**config.mk**
```make
export PLATFORM = sky130hd
export DESIGN_NAME = rt_host_register_interface
export DESIGN_NICKNAME = d
export VERILOG_FILES = /design/src/logic/rthri_pkg.sv /design/src/logic/rthri_sticky_flag.sv /design/src/logic/rt_host_register_interface.sv
export SDC_FILE = /design/constraint.sdc
export NUM_CORES = 1
export LEC_CHECK = 0
export BUFFER_PORTS_ARGS = -buffer_cell sky130_fd_sc_hd__buf_2
export CAP_MARGIN = 20
export CORE_UTILIZATION = 49
export DETAILED_ROUTE_END_ITERATION = 7
export PLACE_DENSITY = 0.81
export SETUP_SLACK_MARGIN = 0.1
export SYNTH_ARGS = -nofsm -noshare
export SYNTH_HDL_FRONTEND = slang
export SYNTH_SLANG_ARGS = --single-unit
```
**constraint.sdc**
```tcl
create_clock -name CLK_SYS_I -period 2 [get_ports CLK_SYS_I]
set_input_delay 0 -clock CLK_SYS_I [delete_from_list [all_inputs] [get_ports CLK_SYS_I]]
set_output_delay 0 -clock CLK_SYS_I [all_outputs]
set_load 0.02 [all_outputs]
```
**src/logic/rthri_pkg.sv**
```systemverilog
// Operation
// - Write with all selects low loads control byte
// - Write with address bit high does master reset
// - Read with address low drives 16 status bits
// - Control bits 0/1 enable channel A/B inputs
// - Control bit 2 sets terminal flag bit
// - Control bit 3 sets busy, blocks memory
// - Control bit 4 sets subsystem flag bit
// - Control bit 5 picks self-test channel
// - Control bit 6 enters self-test, suspends operation
// - Control bit 7 sets service request; upper ignored
// - Status 4:0 code, bit 5 subaddress flag
// - Status bit 6 shows command channel A
// - Status bits 7/8 show channel B/A enabled
// - Status bit 9 terminal flag enable, inhibitable
// - Status bit 10 follows system busy bit
// - Status bit 11 shows self-test mode
// - Status bit 12 parity error disables inputs
// - Status bit 13 sticky message error
// - Status bit 14 sticky valid message
// - Status bit 15 is NAND of activity
// - Last-command register keeps received command word
// - Last-command low 11 bits plus status copies
package rthri_pkg;
	// Bus widths
	localparam int DATA_W = 16;
	localparam int CTRL_W = 8;
	// Clock and host setup figure
	localparam int CLK_PERIOD_PS = 5000;
	localparam int CTRL_SETUP_NS = 50;
	localparam int CTRL_SETUP_CYC =
		(CTRL_SETUP_NS * 1000 + CLK_PERIOD_PS - 1) / CLK_PERIOD_PS;
	// Control register fields
	localparam int CTL_CHA_EN = 0;
	localparam int CTL_CHB_EN = 1;
	localparam int CTL_TFLAG = 2;
	localparam int CTL_BUSY = 3;
	localparam int CTL_SUBSYS = 4;
	localparam int CTL_ST_CH = 5;
	localparam int CTL_ST_EN = 6;
	localparam int CTL_SRVRQ = 7;
	localparam logic [CTRL_W-1:0] CTRL_RESET = 8'h00;
	// Status register fields
	localparam int ST_CODE_LSB = 0;
	localparam int ST_CODE_MSB = 4;
	localparam int ST_MODE_SUBADDR_CODE = 5;
	localparam int ST_CHAN_A = 6;
	localparam int ST_CHB_EN = 7;
	localparam int ST_CHA_EN = 8;
	localparam int ST_TF_EN = 9;
	localparam int ST_BUSY = 10;
	localparam int ST_SELFTEST = 11;
	localparam int ST_PARITY = 12;
	localparam int ST_MSG_ERR = 13;
	localparam int ST_VALID = 14;
	localparam int ST_ACTIVE = 15;
	// Last-command fields and reset value
	localparam int LC_CMD_MSB = 10;
	localparam int LC_BUSY = 11;
	localparam int LC_SELFTEST = 12;
	localparam int LC_TF_EN = 13;
	localparam int LC_CHAN_A = 14;
	localparam int LC_ILLEGAL = 15;
	localparam logic [DATA_W-1:0] LAST_CMD_RESET = 16'hE7FF;
	// Command word subaddress field
	localparam int CW_SA_LSB = 5;
	localparam int CW_SA_MSB = 9;
	localparam logic [4:0] SA_MODE_LO = 5'h00;
	localparam logic [4:0] SA_MODE_HI = 5'h1F;
	// Host cycle tracking states
	typedef enum logic [1:0] {
		BUS_IDLE = 2'b00,
		BUS_WRITE = 2'b01,
		BUS_READ = 2'b10
	} rthri_bus_e;
endpackage

```
**src/logic/rthri_sticky_flag.sv**
```systemverilog
`timescale 1ns/1ps
// Sticky status flag, cleared after a completed read
module rthri_sticky_flag (
	// Clock and reset
	input wire logic clk_i,
	input wire logic rst_n_i,
	// Control
	input wire logic clr_i,
	input wire logic set_i,
	input wire logic read_done_i,
	input wire logic hold_i,
	// Flag
	output logic flag_o
);
	logic flag_reg;
	logic flag_next;
	logic seen_reg; // Flag has been read since last set
	logic seen_next;

	// Next flag value; clear wins, then a new event wins over a read
	always_comb begin
		flag_next = flag_reg;
		seen_next = seen_reg;
		if (clr_i) begin
			flag_next = 1'b0;
			seen_next = 1'b0;
		end else if (set_i) begin
			flag_next = 1'b1;
			seen_next = 1'b0;
		end else if (flag_reg) begin
			// Read marks it seen; clear once condition is gone
			if (read_done_i || seen_reg) begin
				if (!hold_i) begin
					flag_next = 1'b0;
					seen_next = 1'b0;
				end else begin
					seen_next = 1'b1;
				end
			end
		end
	end

	// Registers
	always_ff @(posedge clk_i or negedge rst_n_i) begin
		if (!rst_n_i) begin
			flag_reg <= 1'b0;
			seen_reg <= 1'b0;
		end else begin
			flag_reg <= flag_next;
			seen_reg <= seen_next;
		end
	end

	assign flag_o = flag_reg;
endmodule

```
**src/logic/rt_host_register_interface.sv**
```systemverilog
`timescale 1ns/1ps
// Host register port of the remote terminal interface
module rt_host_register_interface (
	// Clock and reset
	input wire logic CLK_SYS_I,
	input wire logic RESET_N_I,
	// Host register port
	input wire logic CS_N_I,
	input wire logic REG_SEL_N_I,
	input wire logic RD_WR_N_I,
	input wire logic ADDR0_I,
	input wire logic [rthri_pkg::DATA_W-1:0] DATA_I,
	output logic [rthri_pkg::DATA_W-1:0] DATA_O,
	output logic DATA_OE_O,
	// Events from the terminal core
	input wire logic COMMAND_STROBE_N_I,
	input wire logic CMD_STORE_I,
	input wire logic [rthri_pkg::DATA_W-1:0] CMD_WORD_I,
	input wire logic CMD_CHAN_A_I,
	input wire logic CMD_ILLEGAL_I,
	input wire logic MSG_ERROR_I,
	input wire logic VALID_MSG_I,
	input wire logic INHIBIT_TF_I,
	input wire logic OVERRIDE_TF_I,
	input wire logic TA_LOAD_I,
	input wire logic TA_PARITY_OK_I,
	input wire logic TRANSMIT_ACTIVE_N_I,
	input wire logic RECEIVE_ACTIVE_N_I,
	// Control outputs to the terminal core
	output logic MASTER_RESET_O,
	output logic CHAN_A_ENABLE_O,
	output logic CHAN_B_ENABLE_O,
	output logic MEM_ACCESS_INHIBIT_O,
	output logic SELFTEST_EN_O,
	output logic SELFTEST_CHANNEL_SEL_O,
	output logic PARITY_MSG_ERROR_O,
	// Outgoing status word flags
	output logic TERMINAL_FLAG_BIT_O,
	output logic SUBSYSTEM_BUSY_BIT_O,
	output logic SERVICE_REQUEST_BIT_O,
	// Last-command register
	output logic [rthri_pkg::DATA_W-1:0] LAST_CMD_O
);
	import rthri_pkg::*;

	// True when a command word carries a mode code
	function automatic logic is_mode_code(input logic [DATA_W-1:0] cw);
		logic [4:0] sa;
		sa = cw[CW_SA_MSB:CW_SA_LSB];
		is_mode_code = (sa == SA_MODE_LO) || (sa == SA_MODE_HI);
	endfunction

	// Host cycle decode
	logic reg_access; // Chip and register select both low
	logic wr_cond; // Write cycle present
	logic rd_cond; // Status read cycle present
	logic read_done; // Status read just ended
	logic strobe_rise; // Command strobe rising edge
	logic msg_err_cond; // Any message error condition
	logic msg_err_flag; // Sticky message error
	logic valid_flag; // Sticky valid message
	logic [DATA_W-1:0] status_now; // Live status register image

	// State and next values
	rthri_bus_e bus_reg;
	rthri_bus_e bus_next;
	logic [CTRL_W-1:0] ctrl_reg;
	logic [CTRL_W-1:0] ctrl_next;
	logic [4:0] code_reg; // Mode code or subaddress
	logic [4:0] code_next;
	logic sa_flag_reg; // Code holds a subaddress
	logic sa_flag_next;
	logic chan_a_reg; // Last command on channel A
	logic chan_a_next;
	logic tf_en_reg; // Terminal flag still enabled
	logic tf_en_next;
	logic parity_reg; // Terminal address parity bad
	logic parity_next;
	logic strobe_prev_reg;
	logic err_prev_reg; // Error condition one cycle ago
	logic err_rise; // Error condition just appeared
	logic mreset_reg;
	logic mreset_next;
	logic [DATA_W-1:0] dout_reg;
	logic [DATA_W-1:0] dout_next;
	logic doe_reg;
	logic doe_next;
	logic cha_en_reg;
	logic chb_en_reg;
	logic busy_out_reg;
	logic st_en_reg;
	logic st_ch_reg;
	logic perr_out_reg;
	logic tf_bit_reg;
	logic tf_bit_next;
	logic subsystem_busy_bit_bit_reg;
	logic subsystem_busy_bit_bit_next;
	logic srq_bit_reg;
	logic srq_bit_next;
	logic [DATA_W-1:0] last_reg;
	logic [DATA_W-1:0] last_next;

	// Cycle qualifiers from the select lines
	assign reg_access = !CS_N_I && !REG_SEL_N_I;
	assign wr_cond = reg_access && !RD_WR_N_I;
	assign rd_cond = reg_access && RD_WR_N_I && !ADDR0_I;
	assign read_done = (bus_reg == BUS_READ) && !rd_cond;
	assign strobe_rise = COMMAND_STROBE_N_I && !strobe_prev_reg;
	assign msg_err_cond = MSG_ERROR_I || parity_reg;
	// Only a fresh error restarts the flag, so a read during it counts
	assign err_rise = msg_err_cond && !err_prev_reg;

	// Status register image
	always_comb begin
		status_now = '0;
		status_now[ST_CODE_MSB:ST_CODE_LSB] = code_reg;
		status_now[ST_MODE_SUBADDR_CODE] = sa_flag_reg;
		status_now[ST_CHAN_A] = chan_a_reg;
		status_now[ST_CHB_EN] = ctrl_reg[CTL_CHB_EN];
		status_now[ST_CHA_EN] = ctrl_reg[CTL_CHA_EN];
		status_now[ST_TF_EN] = tf_en_reg;
		status_now[ST_BUSY] = ctrl_reg[CTL_BUSY];
		status_now[ST_SELFTEST] = ctrl_reg[CTL_ST_EN];
		status_now[ST_PARITY] = parity_reg;
		status_now[ST_MSG_ERR] = msg_err_flag;
		status_now[ST_VALID] = valid_flag;
		// Active when either low-true activity line is low
		status_now[ST_ACTIVE] =
			!(TRANSMIT_ACTIVE_N_I && RECEIVE_ACTIVE_N_I);
	end

	// Sticky message error, held while the condition lasts
	// Read end only counts if the host was shown the set bit
	rthri_sticky_flag u_msg_err (
		.clk_i(CLK_SYS_I),
		.rst_n_i(RESET_N_I),
		.clr_i(mreset_reg),
		.set_i(err_rise),
		.read_done_i(read_done && dout_reg[ST_MSG_ERR]),
		.hold_i(msg_err_cond),
		.flag_o(msg_err_flag)
	);

	// Sticky valid message
	rthri_sticky_flag u_valid (
		.clk_i(CLK_SYS_I),
		.rst_n_i(RESET_N_I),
		.clr_i(mreset_reg),
		.set_i(VALID_MSG_I),
		.read_done_i(read_done && dout_reg[ST_VALID]),
		.hold_i(1'b0),
		.flag_o(valid_flag)
	);

	// Next values for host cycle, control and status state
	always_comb begin
		bus_next = bus_reg;
		ctrl_next = ctrl_reg;
		code_next = code_reg;
		sa_flag_next = sa_flag_reg;
		chan_a_next = chan_a_reg;
		tf_en_next = tf_en_reg;
		parity_next = parity_reg;
		mreset_next = 1'b0;
		last_next = last_reg;
		tf_bit_next = tf_bit_reg;
		subsystem_busy_bit_bit_next = subsystem_busy_bit_bit_reg;
		srq_bit_next = srq_bit_reg;
		dout_next = dout_reg;
		doe_next = rd_cond;
		if (rd_cond) begin
			dout_next = status_now;
		end
		// Host cycle tracking: one action per select assertion
		case (bus_reg)
			BUS_IDLE: begin
				if (wr_cond) begin
					bus_next = BUS_WRITE;
					if (ADDR0_I) begin
						mreset_next = 1'b1;
					end else begin
						// Upper data byte is ignored
						ctrl_next = DATA_I[CTRL_W-1:0];
					end
				end else if (rd_cond) begin
					bus_next = BUS_READ;
				end
			end
			BUS_WRITE: begin
				if (!reg_access) begin
					bus_next = BUS_IDLE;
				end
			end
			BUS_READ: begin
				// Leaving read completes it; shown sticky bits clear once their condition is gone
				if (!rd_cond) begin
					bus_next = BUS_IDLE;
				end
			end
			default: begin
				bus_next = BUS_IDLE;
			end
		endcase
		// Command decode results
		if (CMD_STORE_I) begin
			sa_flag_next = !is_mode_code(CMD_WORD_I);
			if (is_mode_code(CMD_WORD_I)) begin
				code_next = CMD_WORD_I[4:0];
			end else begin
				code_next = CMD_WORD_I[CW_SA_MSB:CW_SA_LSB];
			end
			chan_a_next = CMD_CHAN_A_I;
			// Last command with status copies
			last_next[LC_CMD_MSB:0] = CMD_WORD_I[LC_CMD_MSB:0];
			last_next[LC_BUSY] = ctrl_reg[CTL_BUSY];
			last_next[LC_SELFTEST] = ctrl_reg[CTL_ST_EN];
			last_next[LC_TF_EN] = tf_en_reg;
			last_next[LC_CHAN_A] = CMD_CHAN_A_I;
			last_next[LC_ILLEGAL] = CMD_ILLEGAL_I;
		end
		// Inhibit wins over override in the same cycle
		if (INHIBIT_TF_I) begin
			tf_en_next = 1'b0;
		end else if (OVERRIDE_TF_I) begin
			tf_en_next = 1'b1;
		end
		// Parity flag follows each address latch reload
		if (TA_LOAD_I) begin
			parity_next = !TA_PARITY_OK_I;
		end
		// Status word flags latch at command strobe rise
		if (strobe_rise) begin
			tf_bit_next = ctrl_reg[CTL_TFLAG] && tf_en_reg;
			subsystem_busy_bit_bit_next = ctrl_reg[CTL_SUBSYS];
			srq_bit_next = ctrl_reg[CTL_SRVRQ];
		end
		// Master reset returns control, status and last-command state to reset values
		if (mreset_reg) begin
			ctrl_next = CTRL_RESET;
			code_next = '0;
			sa_flag_next = 1'b0;
			chan_a_next = 1'b1;
			tf_en_next = 1'b1;
			parity_next = 1'b0;
			last_next = LAST_CMD_RESET;
			tf_bit_next = 1'b0;
			subsystem_busy_bit_bit_next = 1'b0;
			srq_bit_next = 1'b0;
		end
	end

	// State registers and registered outputs
	always_ff @(posedge CLK_SYS_I or negedge RESET_N_I) begin
		if (!RESET_N_I) begin
			bus_reg <= BUS_IDLE;
			ctrl_reg <= CTRL_RESET;
			code_reg <= '0;
			sa_flag_reg <= 1'b0;
			chan_a_reg <= 1'b1;
			tf_en_reg <= 1'b1;
			parity_reg <= 1'b0;
			strobe_prev_reg <= 1'b1;
			err_prev_reg <= 1'b0;
			mreset_reg <= 1'b0;
			dout_reg <= '0;
			doe_reg <= 1'b0;
			cha_en_reg <= 1'b0;
			chb_en_reg <= 1'b0;
			busy_out_reg <= 1'b0;
			st_en_reg <= 1'b0;
			st_ch_reg <= 1'b0;
			perr_out_reg <= 1'b0;
			tf_bit_reg <= 1'b0;
			subsystem_busy_bit_bit_reg <= 1'b0;
			srq_bit_reg <= 1'b0;
			last_reg <= LAST_CMD_RESET;
		end else begin
			bus_reg <= bus_next;
			ctrl_reg <= ctrl_next;
			code_reg <= code_next;
			sa_flag_reg <= sa_flag_next;
			chan_a_reg <= chan_a_next;
			tf_en_reg <= tf_en_next;
			parity_reg <= parity_next;
			strobe_prev_reg <= COMMAND_STROBE_N_I;
			err_prev_reg <= msg_err_cond;
			mreset_reg <= mreset_next;
			dout_reg <= dout_next;
			doe_reg <= doe_next;
			// Inputs blocked by bad parity or self-test
			cha_en_reg <= ctrl_reg[CTL_CHA_EN] && !parity_reg &&
				!ctrl_reg[CTL_ST_EN];
			chb_en_reg <= ctrl_reg[CTL_CHB_EN] && !parity_reg &&
				!ctrl_reg[CTL_ST_EN];
			busy_out_reg <= ctrl_reg[CTL_BUSY];
			st_en_reg <= ctrl_reg[CTL_ST_EN];
			st_ch_reg <= ctrl_reg[CTL_ST_CH];
			perr_out_reg <= parity_reg;
			tf_bit_reg <= tf_bit_next;
			subsystem_busy_bit_bit_reg <= subsystem_busy_bit_bit_next;
			srq_bit_reg <= srq_bit_next;
			last_reg <= last_next;
		end
	end

	// Output drive
	assign DATA_O = dout_reg;
	assign DATA_OE_O = doe_reg;
	assign MASTER_RESET_O = mreset_reg;
	assign CHAN_A_ENABLE_O = cha_en_reg;
	assign CHAN_B_ENABLE_O = chb_en_reg;
	assign MEM_ACCESS_INHIBIT_O = busy_out_reg;
	assign SELFTEST_EN_O = st_en_reg;
	assign SELFTEST_CHANNEL_SEL_O = st_ch_reg;
	assign PARITY_MSG_ERROR_O = perr_out_reg;
	assign TERMINAL_FLAG_BIT_O = tf_bit_reg;
	assign SUBSYSTEM_BUSY_BIT_O = subsystem_busy_bit_bit_reg;
	assign SERVICE_REQUEST_BIT_O = srq_bit_reg;
	assign LAST_CMD_O = last_reg;
endmodule

```
; Word level (Yosys, flattened, before mapping)
; Index checks and enable logic that the tools add are counted.
; W data, S select, Z words.
[word_totals]
ff_bits = 68
in_bits = 50
output_inout_bits = 43
word_cells = 129
[classes]
eq_ne = 7
mux = 49
reduce_logical = 47
[ops]
columns = cell, count
row1 = $mux W1, 35
row2 = $mux W16, 2
row3 = $mux W8, 4
row4 = $logic_and A1 B1 Y1, 15
row5 = $mux W5, 3
row6 = $reduce_bool A3 Y1, 5
row7 = $logic_not A1 Y1, 12
row8 = $reduce_bool A2 Y1, 5
row9 = $mux W2, 4
row10 = $pmux W2 S3, 1
row11 = $reduce_and A3 Y1, 2
row12 = $eq A5 B5 Y1 const B, 1
row13 = $logic_not A5 Y1, 1
row14 = $logic_or A1 B1 Y1, 4
row15 = $ne A2 B2 Y1 const B, 2
row16 = $reduce_and A2 Y1, 2
row17 = $ne A3 B3 Y1 const B, 1
row18 = $eq A2 B1 Y1 const B, 1
row19 = $eq A2 B2 Y1 const B, 1
row20 = $logic_not A2 Y1, 1
row21 = $ne A2 B1 Y1 const B, 1

; Depth between registers and ports, before layout
; Gate-level depths: netlist (run 1).
[logic_depth]
word_depth = 12
ltp_mapped = 5
ltp_nobuf = 4

; Cells and area by module
; From an unflattened synthesis (run 1), not the netlist that was laid out.
[unflattened]
cells_unflattened = 227
hier_area_um2 = 2826.5
[modules_own_cells]
columns = module, instances, cells_each, area_each_um2, seq_area_each_um2
row1 = rt_host_register_interface, 1, 209, 2646.3, 1596.5
row2 = rthri_sticky_flag, 2, 9, 90.1, 50.0

; Worst setup path before layout (run 1)
; OpenSTA, ideal clock, no wires.
[synth_path]
kind = register to register
from = reg bus_reg[0]
to = reg ctrl_reg[0]
setup_ns = 0.132
arrival_ns = 1.450
required_ns = 1.868
slack_ns = 0.418
stages_incl_launch_ff = 5
path_buffers = 0
period_less_slack_ns = 1.582
path_cell_list = dfrtp_1 or3_4 nor4_4 mux2i_1 nor2_1
[synth_between]
elab_chain_len = 3
[synth_rtl]
columns = element, line
row1 = start: declaration, rt_host_register_interface.sv:65  ; rthri_bus_e bus_reg;
row2 = start signal: assignment, rt_host_register_interface.sv:278  ; bus_reg <= bus_next;
row3 = $logic_not A2 Y1, rt_host_register_interface.sv:175  ; case (bus_reg)
row4 = $reduce_bool A2 Y1 (no line), -
row5 = $reduce_and A3 Y1 (no line), -
row6 = end signal: assignment, rt_host_register_interface.sv:279  ; ctrl_reg <= ctrl_next;
row7 = end: declaration, rt_host_register_interface.sv:67  ; logic [CTRL_W-1:0] ctrl_reg;
; Every way passes these cells.
; A chain may end at the register's enable or synchronous reset.

; Worst setup path in the final report (run 1)
[layout_path]
from = in REG_SEL_N_I
to = reg dout_reg[15], in the netlist DATA_O[15]
[layout_between]
elab_chain_len = 4
[layout_rtl]
columns = element, line
row1 = start: declaration, rt_host_register_interface.sv:9  ; input wire logic REG_SEL_N_I,
row2 = $logic_not A1 Y1, rt_host_register_interface.sv:104  ; assign reg_access = !CS_N_I && !REG_SEL_N_I;
row3 = $logic_and A1 B1 Y1, rt_host_register_interface.sv:104
row4 = $logic_and A1 B1 Y1 (2 in a row), rt_host_register_interface.sv:106  ; assign rd_cond = reg_access && RD_WR_N_I && !ADDR0_I;
row5 = end signal: assignment, rt_host_register_interface.sv:288  ; dout_reg <= dout_next;
row6 = end: declaration, rt_host_register_interface.sv:84  ; logic [DATA_W-1:0] dout_reg;
; Every way passes these cells.

==> metrics.txt, run 1 <==
sequential element share of the synthesized area 0.628; fin crit period 1760 ps; MaxCap Viol Count 0; num ports 93; RSZ-0062 raised after global routing no; Yosys cell types 33; crit path max fanout 20; critical path arrival 2030 ps; Max VDD drop 0.662 mV; HPWL after DPL 3780 um; part of the cycle the worst path needs 0.881; Reg clk slew, reported paths 70 ps; Worst-Margin Slew 818 ps; # DRC 0; cells resized by post-CTS repair 0; Slew headroom 0.454; Core Rows 26; Synth Net Count 258; highest signal layer in the routed design met4; largest net degree at the start of global routing 67; vias in the first global route 1930; later-pin clock latency in the skew report 340 ps; clk_skew 8.59 ps; Metal-1 WL 2600 um; Worst Setup Start Kind input port; Slew Viols, Final 0; total track usage 0.226; Die Y 75.7 um; post-synthesis cell area 2660 sq um; drt first pass iters 4; # setup viols final 0; reg2reg start bus_reg[0]; RePlAce Congestion 0.812; fmax 568 MHz; Worst Path Required 2270 ps; initial antenna violation count 0; Critical Path Start REG_SEL_N_I; vias per inst 4.97; via count 2011; P&R area growth vs syn 38.4%; #FFs+latches synth 66; Starting Density 0.514; TritonCTS Sinks 66; setup TNS 0 ps; Final Hold Fails 0; final antenna-violating net count 0; R2R Setup Slk 310 ps; Filler cells 357; H-Tree Depth 3; TritonCTS clock tree built; Final Core Density 0.712; critical path class in -> reg; synthesized area per cell 12.8 sq um; Multi-input gate area 941 sq um; register area 1670 sq um; DR iter-0 viols 105; yosys warns 0; root buffer cell clkbuf_8; end of the critical path DATA_O[15]; most frequent cells in the layout buf_2, dfrtp_1, dlygate4sd3_1; Ant. Diodes 0; FF-to-FF path depth 3; core region area 5170 sq um; Min-Delay Path Class in -> reg; Pleak 0.00180 uW; GRT overflow 0; Num CTS Buffers 9; Buffers on Ports 79; Chip Width 75.7 um; final WL 5840 um; proportion of layout cells with a drive suffix above 1 0.409; post-synthesis instance total 208; routed len/inst 14.4 um; status complete, no violations; Die Area 5730 sq um; wire length on met3 146 um; Nets 380; Critical Path Sink Type flop; commonest non-fill, non-tap cell in the layout buf_2; Clock Tree Buf Depth 2; WL met2 3010 um; first-pass GRT wire length 9240 um; reg-to-reg endpoint MASTER_RESET_O; pwr dens 955 nW/um^2
## synthesized netlist by cell type, drive strengths merged
library cell | instances | area, sq um
a2111oi | 1 | 8.76
nor4bb | 1 | 10.0
buf | 3 | 20.0
nor3 | 1 | 5.00
nor2b | 4 | 25.0
nor4b | 3 | 26.3
dfrtp | 50 | 1250
a211oi | 2 | 15.0
a21oi | 3 | 15.0
clkinv | 1 | 3.75
nor4 | 2 | 27.5
a31oi | 1 | 6.26
nand2b | 1 | 6.26
nand4bb | 1 | 11.3
o211a | 1 | 10.0
mux2i | 27 | 270
nor2 | 27 | 101
nor3b | 3 | 22.5
mux2 | 16 | 180
o32ai | 1 | 27.5
a31o | 1 | 8.76
o21ai | 9 | 45.0
nand2 | 20 | 75.1
dfstp | 16 | 420
nand3 | 1 | 5.00
inv | 3 | 11.3
a21o | 1 | 7.51
clkbuf | 5 | 18.8
o21a | 1 | 7.51
or3 | 2 | 17.5
## worst min-delay path by stage
| stage | start | end | slack (ps) | cells after the start |
|---|---|---|---|---|
| detailed placement | COMMAND_STROBE_N_I | strobe_prev_reg | 120 | 1 |
| global route | CS_N_I | bus_reg[1] | 8 | 3 |
| finish | CS_N_I | bus_reg[1] | 20 | 3 |
| global placement | COMMAND_STROBE_N_I | strobe_prev_reg | 120 | 1 |
| CTS | CMD_WORD_I[9] | LAST_CMD_O[9] | 7 | 3 |
| floorplan | RESET_N_I | CHAN_A_ENABLE_O | -300 | 0 |
## report_power, final
part | switching, uW | internal [uW] | leakage, uW
clock | 492 | 567 | 0.0000958
sequential | 121 | 1570 | 0.000789
combinational | 433 | 330 | 0.000917
total | 1050 | 2470 | 0.00180
## cell type report
cell class,instances,share of cell area
clock buffers,10,0.0347
clock inverters,6,0.0156
inverters,4,0.00408
multi-input cells,130,0.256
flip-flops and latches,66,0.454
well taps,70,0.0238
repair buffers,119,0.212
## what timing repair did
item                      4_1_cts  5_1_grt
hold buffers                   34        0
setup buffers                   0        0
hold endpoints to repair       80        0
## metal layers
metal,vias up,track usage
met5,-,0
met4,0,0.126
met3,6,0.0437
met2,44,0.356
met1,993,0.296
li1,968,-
## logic make-up after synthesis
logic type             after synthesis  synth area share
AND/OR/NAND/NOR                     66             0.125
buffers and inverters               12            0.0202
multiplexers                        43             0.169
flip-flops                          66             0.628
AO/OA/AOI/OAI                       21            0.0569
## worst max-delay path, cell delays in order
cell and delay [ps]:
dlygate4sd3_1 530, buf_2 140, nor4b_2 260, buf_4 310
nor2_1 70, a31oi_1 150, dlygate4sd3_1 570
## per-stage QoR
step	hold slack, ps	power [uW]	instances	area, sq um	setup slack [ps]
6_report	22.5	3510	405	3680	239
5_1_grt	7.88	3700	405	3680	136
4_1_cts	6.66	3550	405	3680	269
3_5_place_dp	122	2430	355	3160	471
3_3_place_gp	120	2390	355	3160	527
2_1_floorplan	-296	2130	208	2660	418
(Power assumes the default switching activity.)
==> run 2: changes to the inputs <==
CORE_UTILIZATION = 44   (was 49)
PLACE_DENSITY = 0.77   (was 0.81)
clock period = 1.6 ns   (was 2 ns; I/O delays follow)
==> run 2 against run 1 <==
- die area up 11%
- sequential share of layout area down 1.7 points
- combinational power up 29%
- sequential power up 25%
- core utilization down 3.8 points
- sequential cell count unchanged
- routed wire length up 3.4%
- global-route usage down 1.7 points
- final area up 3.9%
- final cell count up 2.2%
- register-to-register slack worse by 180 ps
- setup slack worse by 110 ps
- critical endpoint is now ctrl_reg[3]
==> metrics.txt, run 2 (synthesis results as in run 1) <==
Die Area 6360 sq um; RSZ-0062 raised after global routing yes; Worst Path Required 1820 ps; first-pass GRT wire length 9740 um; Reg clk slew, reported paths 70 ps; via count 2043; setup TNS 0 ps; routed len/inst 14.6 um; vias per inst 4.93; Starting Density 0.469; later-pin clock latency in the skew report 330 ps; root buffer cell clkbuf_8; # DRC 0; part of the cycle the worst path needs 0.917; Buffers on Ports 79; critical path arrival 1690 ps; drt first pass iters 4; status complete, no violations; largest net degree at the start of global routing 27; num ports 93; TritonCTS Sinks 66; Power, Total 4640 uW; placed cells 360; WHS Path Cells 3; GRT overflow 0; HPWL after DPL 3990 um; Clock Tree Buf Depth 2; total track usage 0.209; final WL 6040 um; Final Core Density 0.674; min-delay src CMD_WORD_I[6]; Chip Width 79.8 um; fmax 682 MHz; DR iter-0 viols 92; proportion of layout cells with a drive suffix above 1 0.427; core region area 5680 sq um; fin crit period 1470 ps; # setup viols final 0; P&R area growth vs syn 43.7%; Pleak 0.00189 uW; Min-Delay Path Class in -> reg; H-Tree Depth 3; TritonCTS clock tree built; Max VDD drop 0.712 mV; pwr dens 1210 nW/um^2; Worst Setup Start Kind flop; RePlAce Congestion 0.798; Layout Cells excl Fill 414; initial antenna violation count 0; reg2reg start bus_reg[0]; Num CTS Buffers 9; worst hold endpoint LAST_CMD_O[6]; reg-to-reg endpoint ctrl_reg[3]; final antenna-violating net count 0; Core Rows 27; crit path max fanout 8; Slew headroom 0.645; R2R Setup Slk 130 ps; clk_skew 5.06 ps; critical path class reg -> reg; commonest non-fill, non-tap cell in the layout buf_2; most frequent cells in the layout buf_2, dfrtp_1, dlygate4sd3_1; Worst-Margin Slew 532 ps; vias in the first global route 2080; Final Hold Fails 0; Ant. Diodes 0; Nets 387; Die Y 79.8 um; Slew Viols, Final 0; FF-to-FF path depth 5; MaxCap Viol Count 0; Critical Path Sink Type flop
## run 2: cell count changes in the layout (fill, tap and decap cells not counted)
cell	previous run	this run
buf_4	6	11
buf_2	79	78
dlygate4sd3_1	34	30
or3_1	1	0
buf_12	0	3
or3_4	1	2
dlymetal6s4s_1	0	3
clkinv_2	4	2
buf_6	0	1
clkbuf_8	9	10
bufinv_16	1	2
## run 2: metrics by stage
stage	hold WS (ps)	area (sq um)	setup slack, ps
after floorplan	-296	2660	17.7
after global placement	2.01	3220	147
after detailed placement	15.5	3220	105
after CTS	9.32	3770	120
after global routing	32.5	3820	33.5
final	37.3	3820	133
## run 2: how the worst max path moves through the flow
stage / start / to / slack, ps / cells after the start
global placement: bus_reg[0] / ctrl_reg[2] / 150 / 5
floorplan: bus_reg[0] / ctrl_reg[0] / 20 / 4
CTS: REG_SEL_N_I / ctrl_reg[3] / 120 / 7
finish: bus_reg[0] / ctrl_reg[3] / 130 / 5
global route: bus_reg[0] / ctrl_reg[2] / 30 / 5
detailed placement: bus_reg[0] / ctrl_reg[3] / 100 / 5
## run 2: area by class of cell
cell class / instances / area (sq um)
Fill cell: 408 / 1850
Sequential cell: 66 / 1670
Multi-Input combinational cell: 130 / 946
Timing Repair Buffer: 126 / 882
Clock buffer: 11 / 141
Tap cell: 72 / 90.1
Clock inverter: 5 / 77.6
Inverter: 4 / 15.0
## run 2: worst max-delay path: stages (launching register included)
cell and delay, ps:
dfrtp_1 380, or3_4 360, nor4_4 190, buf_12 180, mux2i_1 190, nor2_1 60
## run 2: what timing repair did
item / CTS / global route
endpoints found under the setup margin: 5 / 12
setup buffers: 1 / 4
pin swaps: 0 / 2
resized for setup: 0 / 6
hold buffers: 33 / 0
hold endpoints to repair: 50 / 0
## run 2: power breakdown
group / switching, uW / internal [uW] / total [uW] / leakage [uW]
logic: 551 / 431 / 982 / 0.000992
registers: 155 / 1970 / 2120 / 0.000789
clock network: 618 / 915 / 1530 / 0.000109
total: 1320 / 3310 / 4640 / 0.00189
## run 2: per-layer routing
| layer | vias to the layer above | global-route usage | part of all wire |
|---|---|---|---|
| met5 | - | 0 | 0 |
| met4 | 0 | 0.102 | 0.017 |
| met3 | 10 | 0.0549 | 0.047 |
| met2 | 65 | 0.342 | 0.50 |
| met1 | 993 | 0.257 | 0.44 |
| li1 | 975 | - | - |
